`src/inc/baud_gen_pkg.sv`:
```
// Constants and types for the serial baud rate generator
package baud_gen_pkg;

  localparam int          ADDR_W        = 20;
  localparam int          DATA_W        = 32;

  // Register indexes; byte address is four times the index
  localparam logic [17:0] CTRL_IDX      = 18'h0_ff73;
  localparam logic [17:0] CFG_IDX       = 18'h0_ff7e;
  localparam logic [17:0] STAT_IDX      = 18'h0_ff7f;
  localparam logic [ADDR_W-1:0] CTRL_ADDR = {CTRL_IDX, 2'b00};
  localparam logic [ADDR_W-1:0] CFG_ADDR  = {CFG_IDX, 2'b00};
  localparam logic [ADDR_W-1:0] STAT_ADDR = {STAT_IDX, 2'b00};

  localparam logic [7:0]  CTRL_RESET    = 8'h00;
  localparam logic [1:0]  CFG_RESET     = 2'h0;
  localparam int          PRE_MSB       = 7;
  localparam int          PRE_LSB       = 4;
  localparam int          MOD_MSB       = 3;
  localparam int          MOD_LSB       = 0;
  localparam int          CFG_FULL_BIT  = 0;
  localparam int          CFG_INT_BIT   = 1;

  localparam logic [3:0]  MOD_PASS      = 4'hf;
  localparam logic [4:0]  MOD_LAST_OFS  = 5'h0f;
  localparam logic [3:0]  PRE_CODE_SLOW = 4'h0;
  localparam logic [3:0]  PRE_CODE_MIN  = 4'h5;
  localparam logic [3:0]  PRE_CODE_MAX  = 4'he;
  localparam logic [3:0]  PRE_CODE_OFS  = 4'h4;
  localparam logic [3:0]  PRE_N_SLOW    = 4'hb;
  localparam int          PRE_W         = 10;

  typedef struct packed {
    logic [7:0]        ctrl;
    logic              osc_full;
    logic              int_src;
    logic [1:0]        ext_sync;
    logic              ext_prev;
    logic              half_ph;
    logic [PRE_W-1:0]  pre_cnt;
    logic [4:0]        div_cnt;
    logic              baud_clk;
    logic              baud_tick;
    logic              pready;
    logic              pslverr;
    logic [DATA_W-1:0] prdata;
  } state_type;

endpackage

```
`src/rtl/uart_baud_rate_generator.sv`:
```
// Baud rate generator for the asynchronous serial channel, APB slave
//
// Operation
// - An 8-bit read/write divider control register at index FF73H resets to 00H, prescaler in bits 7..4 and modulus in bits 3..0.
// - A modulus value k of 0 to 14 divides the source clock by k plus 16.
// - Modulus 1111 passes the source clock undivided and is for the clocked three-wire mode only.
// - The prescaler selects system clock over 2 to the (n-1), codes 0101..1110 giving n 1..10 and 0000 giving n 11.
// - A 5-bit counter on the selected source clock, prescaled internal or external pin, does the modulus division.
// - The system clock equals the oscillator when the oscillation mode bit is one and half of it when zero.
// - From the internal clock the bit rate is system clock over 2 to the n times (k plus 16).
// - From the external pin the bit rate is pin frequency over 2 times (k plus 16), prescaler unused.
// - The bit clock comes from either the internal or the external source, one at a time.
module uart_baud_rate_generator
(
  input  wire logic                           clock_i,
  input  wire logic                           rst_i,
  input  wire logic                           psel_i,
  input  wire logic                           penable_i,
  input  wire logic                           pwrite_i,
  input  wire logic [baud_gen_pkg::ADDR_W-1:0] paddr_i,
  input  wire logic [baud_gen_pkg::DATA_W-1:0] pwdata_i,
  input  wire logic [3:0]                     pstrb_i,
  input  wire logic                           external_baud_clock_pin_i,
  output logic                                pready_o,
  output logic                                pslverr_o,
  output logic [baud_gen_pkg::DATA_W-1:0]      prdata_o,
  output logic                                baud_clk_o,
  output logic                                baud_tick_o
);
  import baud_gen_pkg::*;

  state_type         s_q;
  state_type         s_d;

  logic              access;
  logic              commit;
  logic              hit_ctrl;
  logic              hit_cfg;
  logic              hit_stat;
  logic              mapped;
  logic              bad_write;
  logic [3:0]        pre_code;
  logic [3:0]        mod_code;
  logic [3:0]        n_val;
  logic              pre_ok;
  logic [PRE_W-1:0]  pre_mask;
  logic              sys_tick;
  logic              int_tick;
  logic              ext_tick;
  logic              src_tick;
  logic [4:0]        last_cnt;
  logic              wrap;

  // Prescaler exponent n from the prescaler code
  function automatic logic [3:0] pre_n(input logic [3:0] code);
    logic [3:0] n;
    n = '0;
    if (code == PRE_CODE_SLOW)
    begin
      n = PRE_N_SLOW;
    end
    else if (code >= PRE_CODE_MIN && code <= PRE_CODE_MAX)
    begin
      n = code - PRE_CODE_OFS;
    end
    return n;
  endfunction

  // Low (n-1) bits set: the source ticks once per 2^(n-1) system ticks
  function automatic logic [PRE_W-1:0] pre_mask_of(input logic [3:0] n);
    logic [PRE_W-1:0] m;
    m = '0;
    for (int i = 0; i < PRE_W; i++)
    begin
      if (4'(i + 1) < n)
      begin
        m[i] = 1'b1;
      end
    end
    return m;
  endfunction

  assign pre_code  = s_q.ctrl[PRE_MSB:PRE_LSB];
  assign mod_code  = s_q.ctrl[MOD_MSB:MOD_LSB];
  assign n_val     = pre_n(pre_code);
  // Prohibited codes stall the internal source rather than guess a rate
  assign pre_ok    = (n_val != 4'h0);
  assign pre_mask  = pre_mask_of(n_val);

  // System clock tick: every edge, or every second edge when halved
  assign sys_tick  = s_q.osc_full | s_q.half_ph;
  assign int_tick  = sys_tick & pre_ok
                     & ((s_q.pre_cnt & pre_mask) == pre_mask);
  // Rising edge of the synchronised pin; second stage onward only
  assign ext_tick  = s_q.ext_sync[1] & ~s_q.ext_prev;
  assign src_tick  = s_q.int_src ? int_tick : ext_tick;

  assign last_cnt  = {1'b0, mod_code} + MOD_LAST_OFS;
  assign wrap      = src_tick
                     & ((mod_code == MOD_PASS)
                        | (s_q.div_cnt == last_cnt));

  assign access    = psel_i & penable_i;
  assign commit    = access & s_q.pready;
  assign hit_ctrl  = (paddr_i == CTRL_ADDR);
  assign hit_cfg   = (paddr_i == CFG_ADDR);
  assign hit_stat  = (paddr_i == STAT_ADDR);
  assign mapped    = hit_ctrl | hit_cfg | hit_stat;
  assign bad_write = pwrite_i & hit_stat;

  always_comb
  begin
    s_d = s_q;

    s_d.ext_sync  = {s_q.ext_sync[0], external_baud_clock_pin_i};
    s_d.ext_prev  = s_q.ext_sync[1];
    s_d.half_ph   = ~s_q.half_ph;
    s_d.baud_tick = wrap;

    if (sys_tick)
    begin
      s_d.pre_cnt = s_q.pre_cnt + 1'b1;
    end

    // 5-bit modulus counter on the selected source
    if (src_tick)
    begin
      if (wrap)
      begin
        s_d.div_cnt = '0;
      end
      else
      begin
        s_d.div_cnt = s_q.div_cnt + 1'b1;
      end
    end

    // Toggling on each wrap supplies the final divide by two
    if (wrap)
    begin
      s_d.baud_clk = ~s_q.baud_clk;
    end

    // One wait state: ready rises in the second access cycle
    s_d.pready  = access & ~s_q.pready;
    s_d.pslverr = access & ~s_q.pready & (~mapped | bad_write);
    if (access & ~s_q.pready)
    begin
      s_d.prdata = '0;
      if (!pwrite_i)
      begin
        if (hit_ctrl)
        begin
          s_d.prdata[7:0] = s_q.ctrl;
        end
        else if (hit_cfg)
        begin
          s_d.prdata[CFG_FULL_BIT] = s_q.osc_full;
          s_d.prdata[CFG_INT_BIT]  = s_q.int_src;
        end
        else if (hit_stat)
        begin
          s_d.prdata[4:0] = s_q.div_cnt;
          s_d.prdata[5]   = s_q.baud_clk;
          s_d.prdata[6]   = pre_ok;
        end
      end
    end

    if (commit & pwrite_i)
    begin
      // A write without strobe bit 0 is dropped, never merged into the byte
      if (hit_ctrl & pstrb_i[0])
      begin
        s_d.ctrl = pwdata_i[7:0];
        // Restart the divide so a new setting starts from a clean phase
        s_d.div_cnt = '0;
        s_d.pre_cnt = '0;
      end
      if (hit_cfg & pstrb_i[0])
      begin
        s_d.osc_full = pwdata_i[CFG_FULL_BIT];
        s_d.int_src  = pwdata_i[CFG_INT_BIT];
      end
    end
  end

  always_ff @(posedge clock_i or posedge rst_i)
  begin
    if (rst_i)
    begin
      s_q           <= '0;
      s_q.ctrl      <= CTRL_RESET;
      s_q.osc_full  <= CFG_RESET[CFG_FULL_BIT];
      s_q.int_src   <= CFG_RESET[CFG_INT_BIT];
    end
    else
    begin
      s_q <= s_d;
    end
  end

  assign pready_o    = s_q.pready;
  assign pslverr_o   = s_q.pslverr;
  assign prdata_o    = s_q.prdata;
  assign baud_clk_o  = s_q.baud_clk;
  assign baud_tick_o = s_q.baud_tick;

endmodule // uart_baud_rate_generator

```
`config.mk`:
```
export PLATFORM = sky130hd
export DESIGN_NAME = uart_baud_rate_generator
export DESIGN_NICKNAME = d
export VERILOG_FILES = /design/src/inc/baud_gen_pkg.sv /design/src/rtl/uart_baud_rate_generator.sv
export SDC_FILE = /design/constraint.sdc
export NUM_CORES = 1
export LEC_CHECK = 0
export ABC_AREA = 1
export ABC_CLOCK_PERIOD_IN_PS = 3000
export BUFFER_PORTS_ARGS = -buffer_cell sky130_fd_sc_hd__clkbuf_2
export CORE_ASPECT_RATIO = 0.7
export CORE_UTILIZATION = 53
export CTS_CLUSTER_DIAMETER = 100
export CTS_CLUSTER_SIZE = 30
export DETAILED_ROUTE_END_ITERATION = 12
export PLACE_DENSITY = 0.87
export SLEW_MARGIN = 10
export SYNTH_ARGS = -nofsm -noshare
export SYNTH_HDL_FRONTEND = slang
export SYNTH_SLANG_ARGS = --single-unit
```
`constraint.sdc`:
```
create_clock -name clock_i -period 3 [get_ports clock_i]
set_input_delay 0.15 -clock clock_i [delete_from_list [all_inputs] [get_ports clock_i]]
set_output_delay 0.15 -clock clock_i [all_outputs]
set_load 0.1 [all_outputs]
```
==> summary.txt, run 1 <==
Outcome
  • Outcome: finished with violations
  • Failing checks: design-rule violations

Die
  • Row cnt: 20
  • Die ar.: 5010 um^2
  • DIE WIDTH: 84.2 um
  • Core area: 4430 um^2
  • Die Y-Extent: 59.5 um
  • Initial core utilization: 56.6%
  • Num ports: 98

Clock tree
  • Clock sink count: 41
  • CTS Root Buffer Type: clkbuf_8
  • CTS H-tree depth: 2
  • Worst-path clk slew: 0.08 ns
  • Clk Latency, worst-skew pair: 0.29 ns
  • TritonCTS clock tree: done
  • CTS Buffer Depth: 2
  • Num CTS Buffers: 5

Global route
  • First-pass GRT wire length: 8830 um
  • Largest net degree at the start of global routing: 42
  • Vias in the first global route: 1924
  • Final global-route overflow total: 0
  • GRT Util Overall: 22.9%
  • Initial antenna violation count: 0

Worst hold path
  • Hold path depth: 3
  • Hold Path End: pre_code[3]
  • HP Start: pwdata_i[7]
  • HP Class: input port to flop

Setup path
  • Buffers & Inverters on Critical Path: 2
  • CP peak stage delay: 0.42 ns
  • Crit path depth: 14
  • Worst r2r src: pre_code[2]
  • Critical Path Fanout Max: 10
  • Crit path launch type: flop
  • Critical path, cell by cell: inv_1 -> ha_1 -> nand3_4 -> inv_2 -> nor2_2 -> nand4_1 -> o21ai_1 -> nand2_1 -> o21ai_1 -> nand2_2 -> nand2_4 -> nand2_2 -> nand2_2 -> nor2_1
  • CP arrival: 2.44 ns
  • Critical path class: flop to flop
  • Crit-path slowest cell: dfrtp_1
  • Reg2reg setup slack: 0.74 ns
  • Worst Setup End Kind: flop
  • R2R Path End: s_q[37]
  • Crit path required time: 3.18 ns
  • Top cell by count, worst path: nand2_2
  • R2r worst-path depth: 14
  • Crit-path leading delay family: simple AND/OR/NAND/NOR gates

Synthesis
  • Synthesized area: 2510 um^2
  • Top cells by area, synth: dfrtp_1 (41%), buf_4 (9.6%), nand2_1 (7.3%)
  • Async SR Flop Fraction: 100%
  • Top cell type by total area after synthesis: dfrtp_1
  • Yosys warning count: 0
  • Share of the synthesized area in the top cell type: 40.9%
  • Gate count of the mapped netlist: 314
  • Post-synth EDFFs: 0
  • Sequential element share of the synthesized area: 40.9%
  • Avg Inst Size Synth: 7.99 um^2
  • Yosys reg bits: 41
  • Ys flop type: dfrtp_1
  • Cell variety after synth: 37

Detailed routing
  • DR iter-0 viols: 260
  • Initial DRT Pass Iterations: 9
  • DRC errors left: 20
  • Via density: 5.17
  • WL per Instance: 12.5 um
  • Via count of the routed design: 2147
  • Routed WL: 5190 um
  • DRT antenna net count: 0

Cells and area
  • Layout cells sized above 1: 18.9%
  • Nets: 428
  • Most common cell after layout, fill and taps aside: nand2_1
  • Fillers: 391
  • Area grow syn2layout: 10.0%
  • # diodes: 0
  • Register area: 1030 um^2
  • Fin util: 62.3%
  • Area occupied by multi-input gates: 1140 um^2
  • Most frequent cells in the layout: nand2_1 (49), clkbuf_2 (46), inv_1 (42)

Placed design
  • HPWL after DPL: 3950 um
  • GP Congestion: 0.963
  • # port buffers: 46

STA
  • Tcrit/Tclk final: 75.5%
  • Count of pins over their slew limit: 0
  • Final min period: 2.26 ns
  • Clock skew: 0.00471 ns
  • TNS Setup: 0 ns
  • Final setup viols: 0
  • Slew at the pin with the worst max-slew slack: 0.556 ns
  • RSZ-0062 raised after global routing: false
  • Slew margin rel.: 62.8%
  • Fin. Hold Viols: 0
  • Fmax: 442 MHz

Power and ir drop
  • LEAKAGE: 1.51 nW
  • Power Dens Cells: 492 nW/um^2
  • VDD IR-drop max: 0.329 mV

Run
  • Max-cap violations: 0
## cell type report
type,instances,share of cell area (%)
Clock buffer,6,2.63
Clock inverter,2,0.363
Inverter,46,6.26
Multi-Input combinational cell,215,41.5
Sequential cell,41,37.2
Tap cell,55,2.49
Timing Repair Buffer,50,9.61
## through the flow
| step | worst slack (ns) | cell area [um^2] | hold WS, ns | cells | total power [mW] |
|---|---|---|---|---|---|
| after global routing | 0.543 | 2760 | 0.0867 | 415 | 1.43 |
| after CTS | 0.757 | 2760 | 0.0575 | 415 | 1.36 |
| after floorplan | 1.08 | 2590 | 0.181 | 337 | 0.970 |
| final | 0.735 | 2760 | 0.0623 | 415 | 1.36 |
| after global placement | 0.868 | 2660 | 0.258 | 405 | 1.01 |
| after detailed placement | 0.780 | 2660 | 0.260 | 405 | 1.01 |
## logic make-up (layout without fill, tap and decap cells)
family | after synthesis | in the layout | synth area share, %
fa+ha+maj | 7 | 7 | 3.49
simple gates | 126 | 126 | 23.4
flops | 41 | 41 | 40.9
xor+xnor | 9 | 9 | 3.14
compound gates | 49 | 49 | 12.0
other cells | 1 | 24 | 0.150
buf+inv | 81 | 104 | 16.9
## layer usage
metal / wire (um) / global-route usage, % / share of wire (%) / vias up
li1: - / - / - / 1059
met1: 2480 / 32.0 / 48 / 997
met2: 2290 / 37.0 / 44 / 86
met3: 386 / 5.43 / 7.4 / 5
met4: 31 / 4.43 / 0.60 / 0
met5: 0 / 0 / 0 / -
## tightest hold or removal path: cells and delay by family
kind	cells	cell delay, ns
AND/OR/NAND/NOR	1	0.04
AO/OA/AOI/OAI	1	0.05
buffers and inverters	1	0.08
## Yosys cell counts (2+ instances only)
cell and number:
nand2_1 49, inv_1 42, dfrtp_1 41, nor2_1 33, buf_4 32, nand3_1 19, o21ai_0 17, a21oi_1 8
ha_1 7, nand4_1 7, xor2_1 6, a22o_1 5, o21ai_1 5, o22ai_1 5, nand2_2 4, clkbuf_1 3
inv_2 3, xnor2_1 3, nand3_2 2, nand3b_1 2, nor3_1 2, nor4_1 2, o21bai_1 2, o221ai_1 2
## flip-flops by register name, indices dropped and copies added, names as in the netlist
| register | count |
|---|---|
| prdata_o | 8 |
| pre_code | 4 |
| pslverr_o | 1 |
| mod_code | 4 |
| pready_o | 1 |
| s_d | 2 |
| baud_clk_o | 1 |
| s_q | 19 |
| baud_tick_o | 1 |
## where the power goes
group | total (mW) | switching [mW] | internal, mW
combinational | 0.384 | 0.305 | 0.0797
sequential | 0.625 | 0.0337 | 0.591
clock | 0.347 | 0.186 | 0.161
total | 1.36 | 0.524 | 0.832
## how the worst max path moves through the flow
stage                      startpoint    endpoint  slack, ns
after CTS                 pre_code[2]     s_q[37]       0.76
after floorplan           pre_code[2]  baud_clk_o       1.08
after global placement    pre_code[2]     s_q[36]       0.87
after detailed placement  pre_code[2]     s_q[37]       0.78
after global routing      pre_code[2]     s_q[37]       0.54
final                     pre_code[2]     s_q[37]       0.74
## what timing repair did
| item | in CTS | in global routing |
|---|---|---|
| resized for setup | 0 | 0 |
| setup buffers | 0 | 0 |
| hold buffers | 2 | 0 |
| endpoints found under the hold margin | 42 | 0 |
No activity file was read; power rests on OpenSTA's default activity.
==> run 2, diff against run 1 <==
- ABC_CLOCK_PERIOD_IN_PS: 3000 -> 1850
- CORE_UTILIZATION: 53 -> 44
- PLACE_DENSITY: 0.87 -> 0.77
- clock period: 3 -> 1.85 ns (I/O delays scaled with it)
==> run 2 against run 1 <==
Net effect:
- the flow finishes with violations (negative setup slack)
- setup slack lost 0.89 ns
- sequential share of layout area shrank 4.3 points
- combinational power grew 72%
- clock skew grew 0.0063 ns
- design area grew 13%
- critical path type unchanged
- sequential power grew 65%
- sequential cell count is the same
==> summary.txt, run 2 (synthesis gave the netlist of run 1 again) <==
Outcome
  • Outcome: finished with violations
  • Failing checks: negative setup slack

Clock tree
  • TritonCTS clock tree: done
  • Worst-path clk slew: 0.08 ns
  • Clk Latency, worst-skew pair: 0.30 ns
  • CTS Root Buffer Type: clkbuf_8
  • Clock sink count: 41
  • CTS H-tree depth: 2
  • CTS Buffer Depth: 2
  • Num CTS Buffers: 5

STA
  • TNS Setup: -0.854 ns
  • PnR worst setup slack: -0.151 ns
  • Final setup viols: 7
  • Clock skew: 0.0110 ns
  • Final min period: 2.00 ns
  • Slew margin rel.: 63.8%
  • Fmax: 500 MHz
  • Slew at the pin with the worst max-slew slack: 0.545 ns
  • Tcrit/Tclk final: 108%
  • RSZ-0062 raised after global routing: true
  • Count of pins over their slew limit: 0
  • Fin. Hold Viols: 0

Die
  • DIE WIDTH: 92.2 um
  • Row cnt: 22
  • Die Y-Extent: 65.2 um
  • Die ar.: 6010 um^2
  • Num ports: 98
  • Initial core utilization: 46.7%
  • Core area: 5370 um^2

Setup path
  • Worst r2r src: pre_code[2]
  • Crit path required time: 2.07 ns
  • Critical Path Fanout Max: 5
  • Worst Setup End Kind: flop
  • Critical path class: flop to flop
  • CP arrival: 2.22 ns
  • Critical path, cell by cell: inv_2 -> ha_4 -> nand3_4 -> inv_2 -> nor2_4 -> nand4_1 -> o21bai_1 -> o21ai_1 -> o21ai_2 -> nand2_2 -> nand2_4 -> nand2_1 -> nand2_1 -> nand2_1 -> nor2_1
  • R2r worst-path depth: 15
  • CP Launch Point: pre_code[2]
  • Crit-path slowest cell: dfrtp_2
  • Top cell by count, worst path: nand2_1
  • CP peak stage delay: 0.45 ns
  • Crit path launch type: flop

Global route
  • Largest net degree at the start of global routing: 42
  • Final global-route overflow total: 0
  • Initial antenna violation count: 0
  • Vias in the first global route: 1941
  • First-pass GRT wire length: 9210 um
  • GRT Util Overall: 19.8%

Placed design
  • GP Congestion: 0.911
  • # port buffers: 46
  • Post-DP Area: 2840 um^2
  • Placement Setup Slack: -0.257 ns
  • HPWL after DPL: 4230 um

Detailed routing
  • Via density: 4.91
  • DRC errors left: 0
  • Initial DRT Pass Iterations: 5
  • WL per Instance: 12.5 um
  • Via count of the routed design: 2257
  • DR iter-0 viols: 251
  • DRT antenna net count: 0
  • Routed WL: 5730 um

Worst hold path
  • Hold path depth: 3
  • HP Start: pwdata_i[7]
  • HP Class: input port to flop

Cells and area
  • Max FFs per register: 19
  • Most frequent cells in the layout: nand2_1 (48), clkbuf_2 (46), inv_1 (40)
  • Area grow syn2layout: 24.8%
  • Fin util: 58.3%
  • Top reg by flops: s_q
  • # diodes: 0
  • Most common cell after layout, fill and taps aside: nand2_1
  • Layout cells sized above 1: 28.4%
  • Nets: 456
  • Design area: 3130 um^2

Power and ir drop
  • LEAKAGE: 1.67 nW
  • VDD IR-drop max: 0.394 mV
  • Power Dens Cells: 723 nW/um^2
  • Power consumption: 2.26 mW

Run
  • Max-cap violations: 0
==> run 2: final cells by class <==
| cell class | instances | area (um^2) |
|---|---|---|
| Fill cell | 484 | 2240 |
| Multi-Input combinational cell | 216 | 1270 |
| Sequential cell | 41 | 1030 |
| Timing Repair Buffer | 77 | 478 |
| Inverter | 46 | 173 |
| Tap cell | 72 | 90.1 |
| Clock buffer | 5 | 68.8 |
| Clock inverter | 3 | 17.5 |
==> run 2: report_power, final <==
| group | internal, mW | switching, mW | total (mW) | leakage (nW) |
|---|---|---|---|---|
| registers | 0.959 | 0.0677 | 1.03 | 0.499 |
| clock network | 0.260 | 0.313 | 0.573 | 0.0439 |
| logic | 0.141 | 0.522 | 0.662 | 1.13 |
| total | 1.36 | 0.902 | 2.26 | 1.67 |
==> run 2: stage by stage <==
| stage | hold WS, ns | std cells |
|---|---|---|
| 2_1_floorplan | 0.124 | 337 |
| 3_3_place_gp | 0.202 | 443 |
| 3_5_place_dp | 0.203 | 443 |
| 4_1_cts | 0.00959 | 460 |
| 5_1_grt | 0.0314 | 460 |
| 6_report | 0.0239 | 460 |
==> run 2: worst paths after layout <==
| path | endpoint | slack [ns] |
|---|---|---|
| hold / removal | pre_code[3] | 0.02 |
| setup / recovery | s_q[39] | -0.15 |
| min in group asynchronous | s_q[36] | 0.45 |
| max in group asynchronous | pre_code[2] | 1.01 |
| hold reg to reg | s_d[52] | 0.36 |
| setup reg to reg | s_q[39] | -0.15 |
==> run 2: per-layer routing <==
| metal | GRT usage (%) | routed length [um] |
|---|---|---|
| met4 | 5.27 | 56 |
| met1 | 27.9 | 2710 |
| met3 | 4.05 | 429 |
| met5 | 0 | 0 |
| met2 | 31.3 | 2540 |
==> run 2: timing repair <==
item	CTS	global route
setup endpoints to repair	7	7
setup buffers	2	0
hold endpoints to repair	46	0
gates resized for setup	13	12
hold buffers	6	0
cloned	1	0
pin swaps	9	14
==> run 2: critical path, delay by kind of cell (launching register included) <==
kind,cells,cell delay [ns]
AND/OR/NAND/NOR,9,0.80
buffers and inverters,2,0.12
AO/OA/AOI/OAI,3,0.38
flip-flops,1,0.45
adder cells (fa/ha/maj),1,0.17
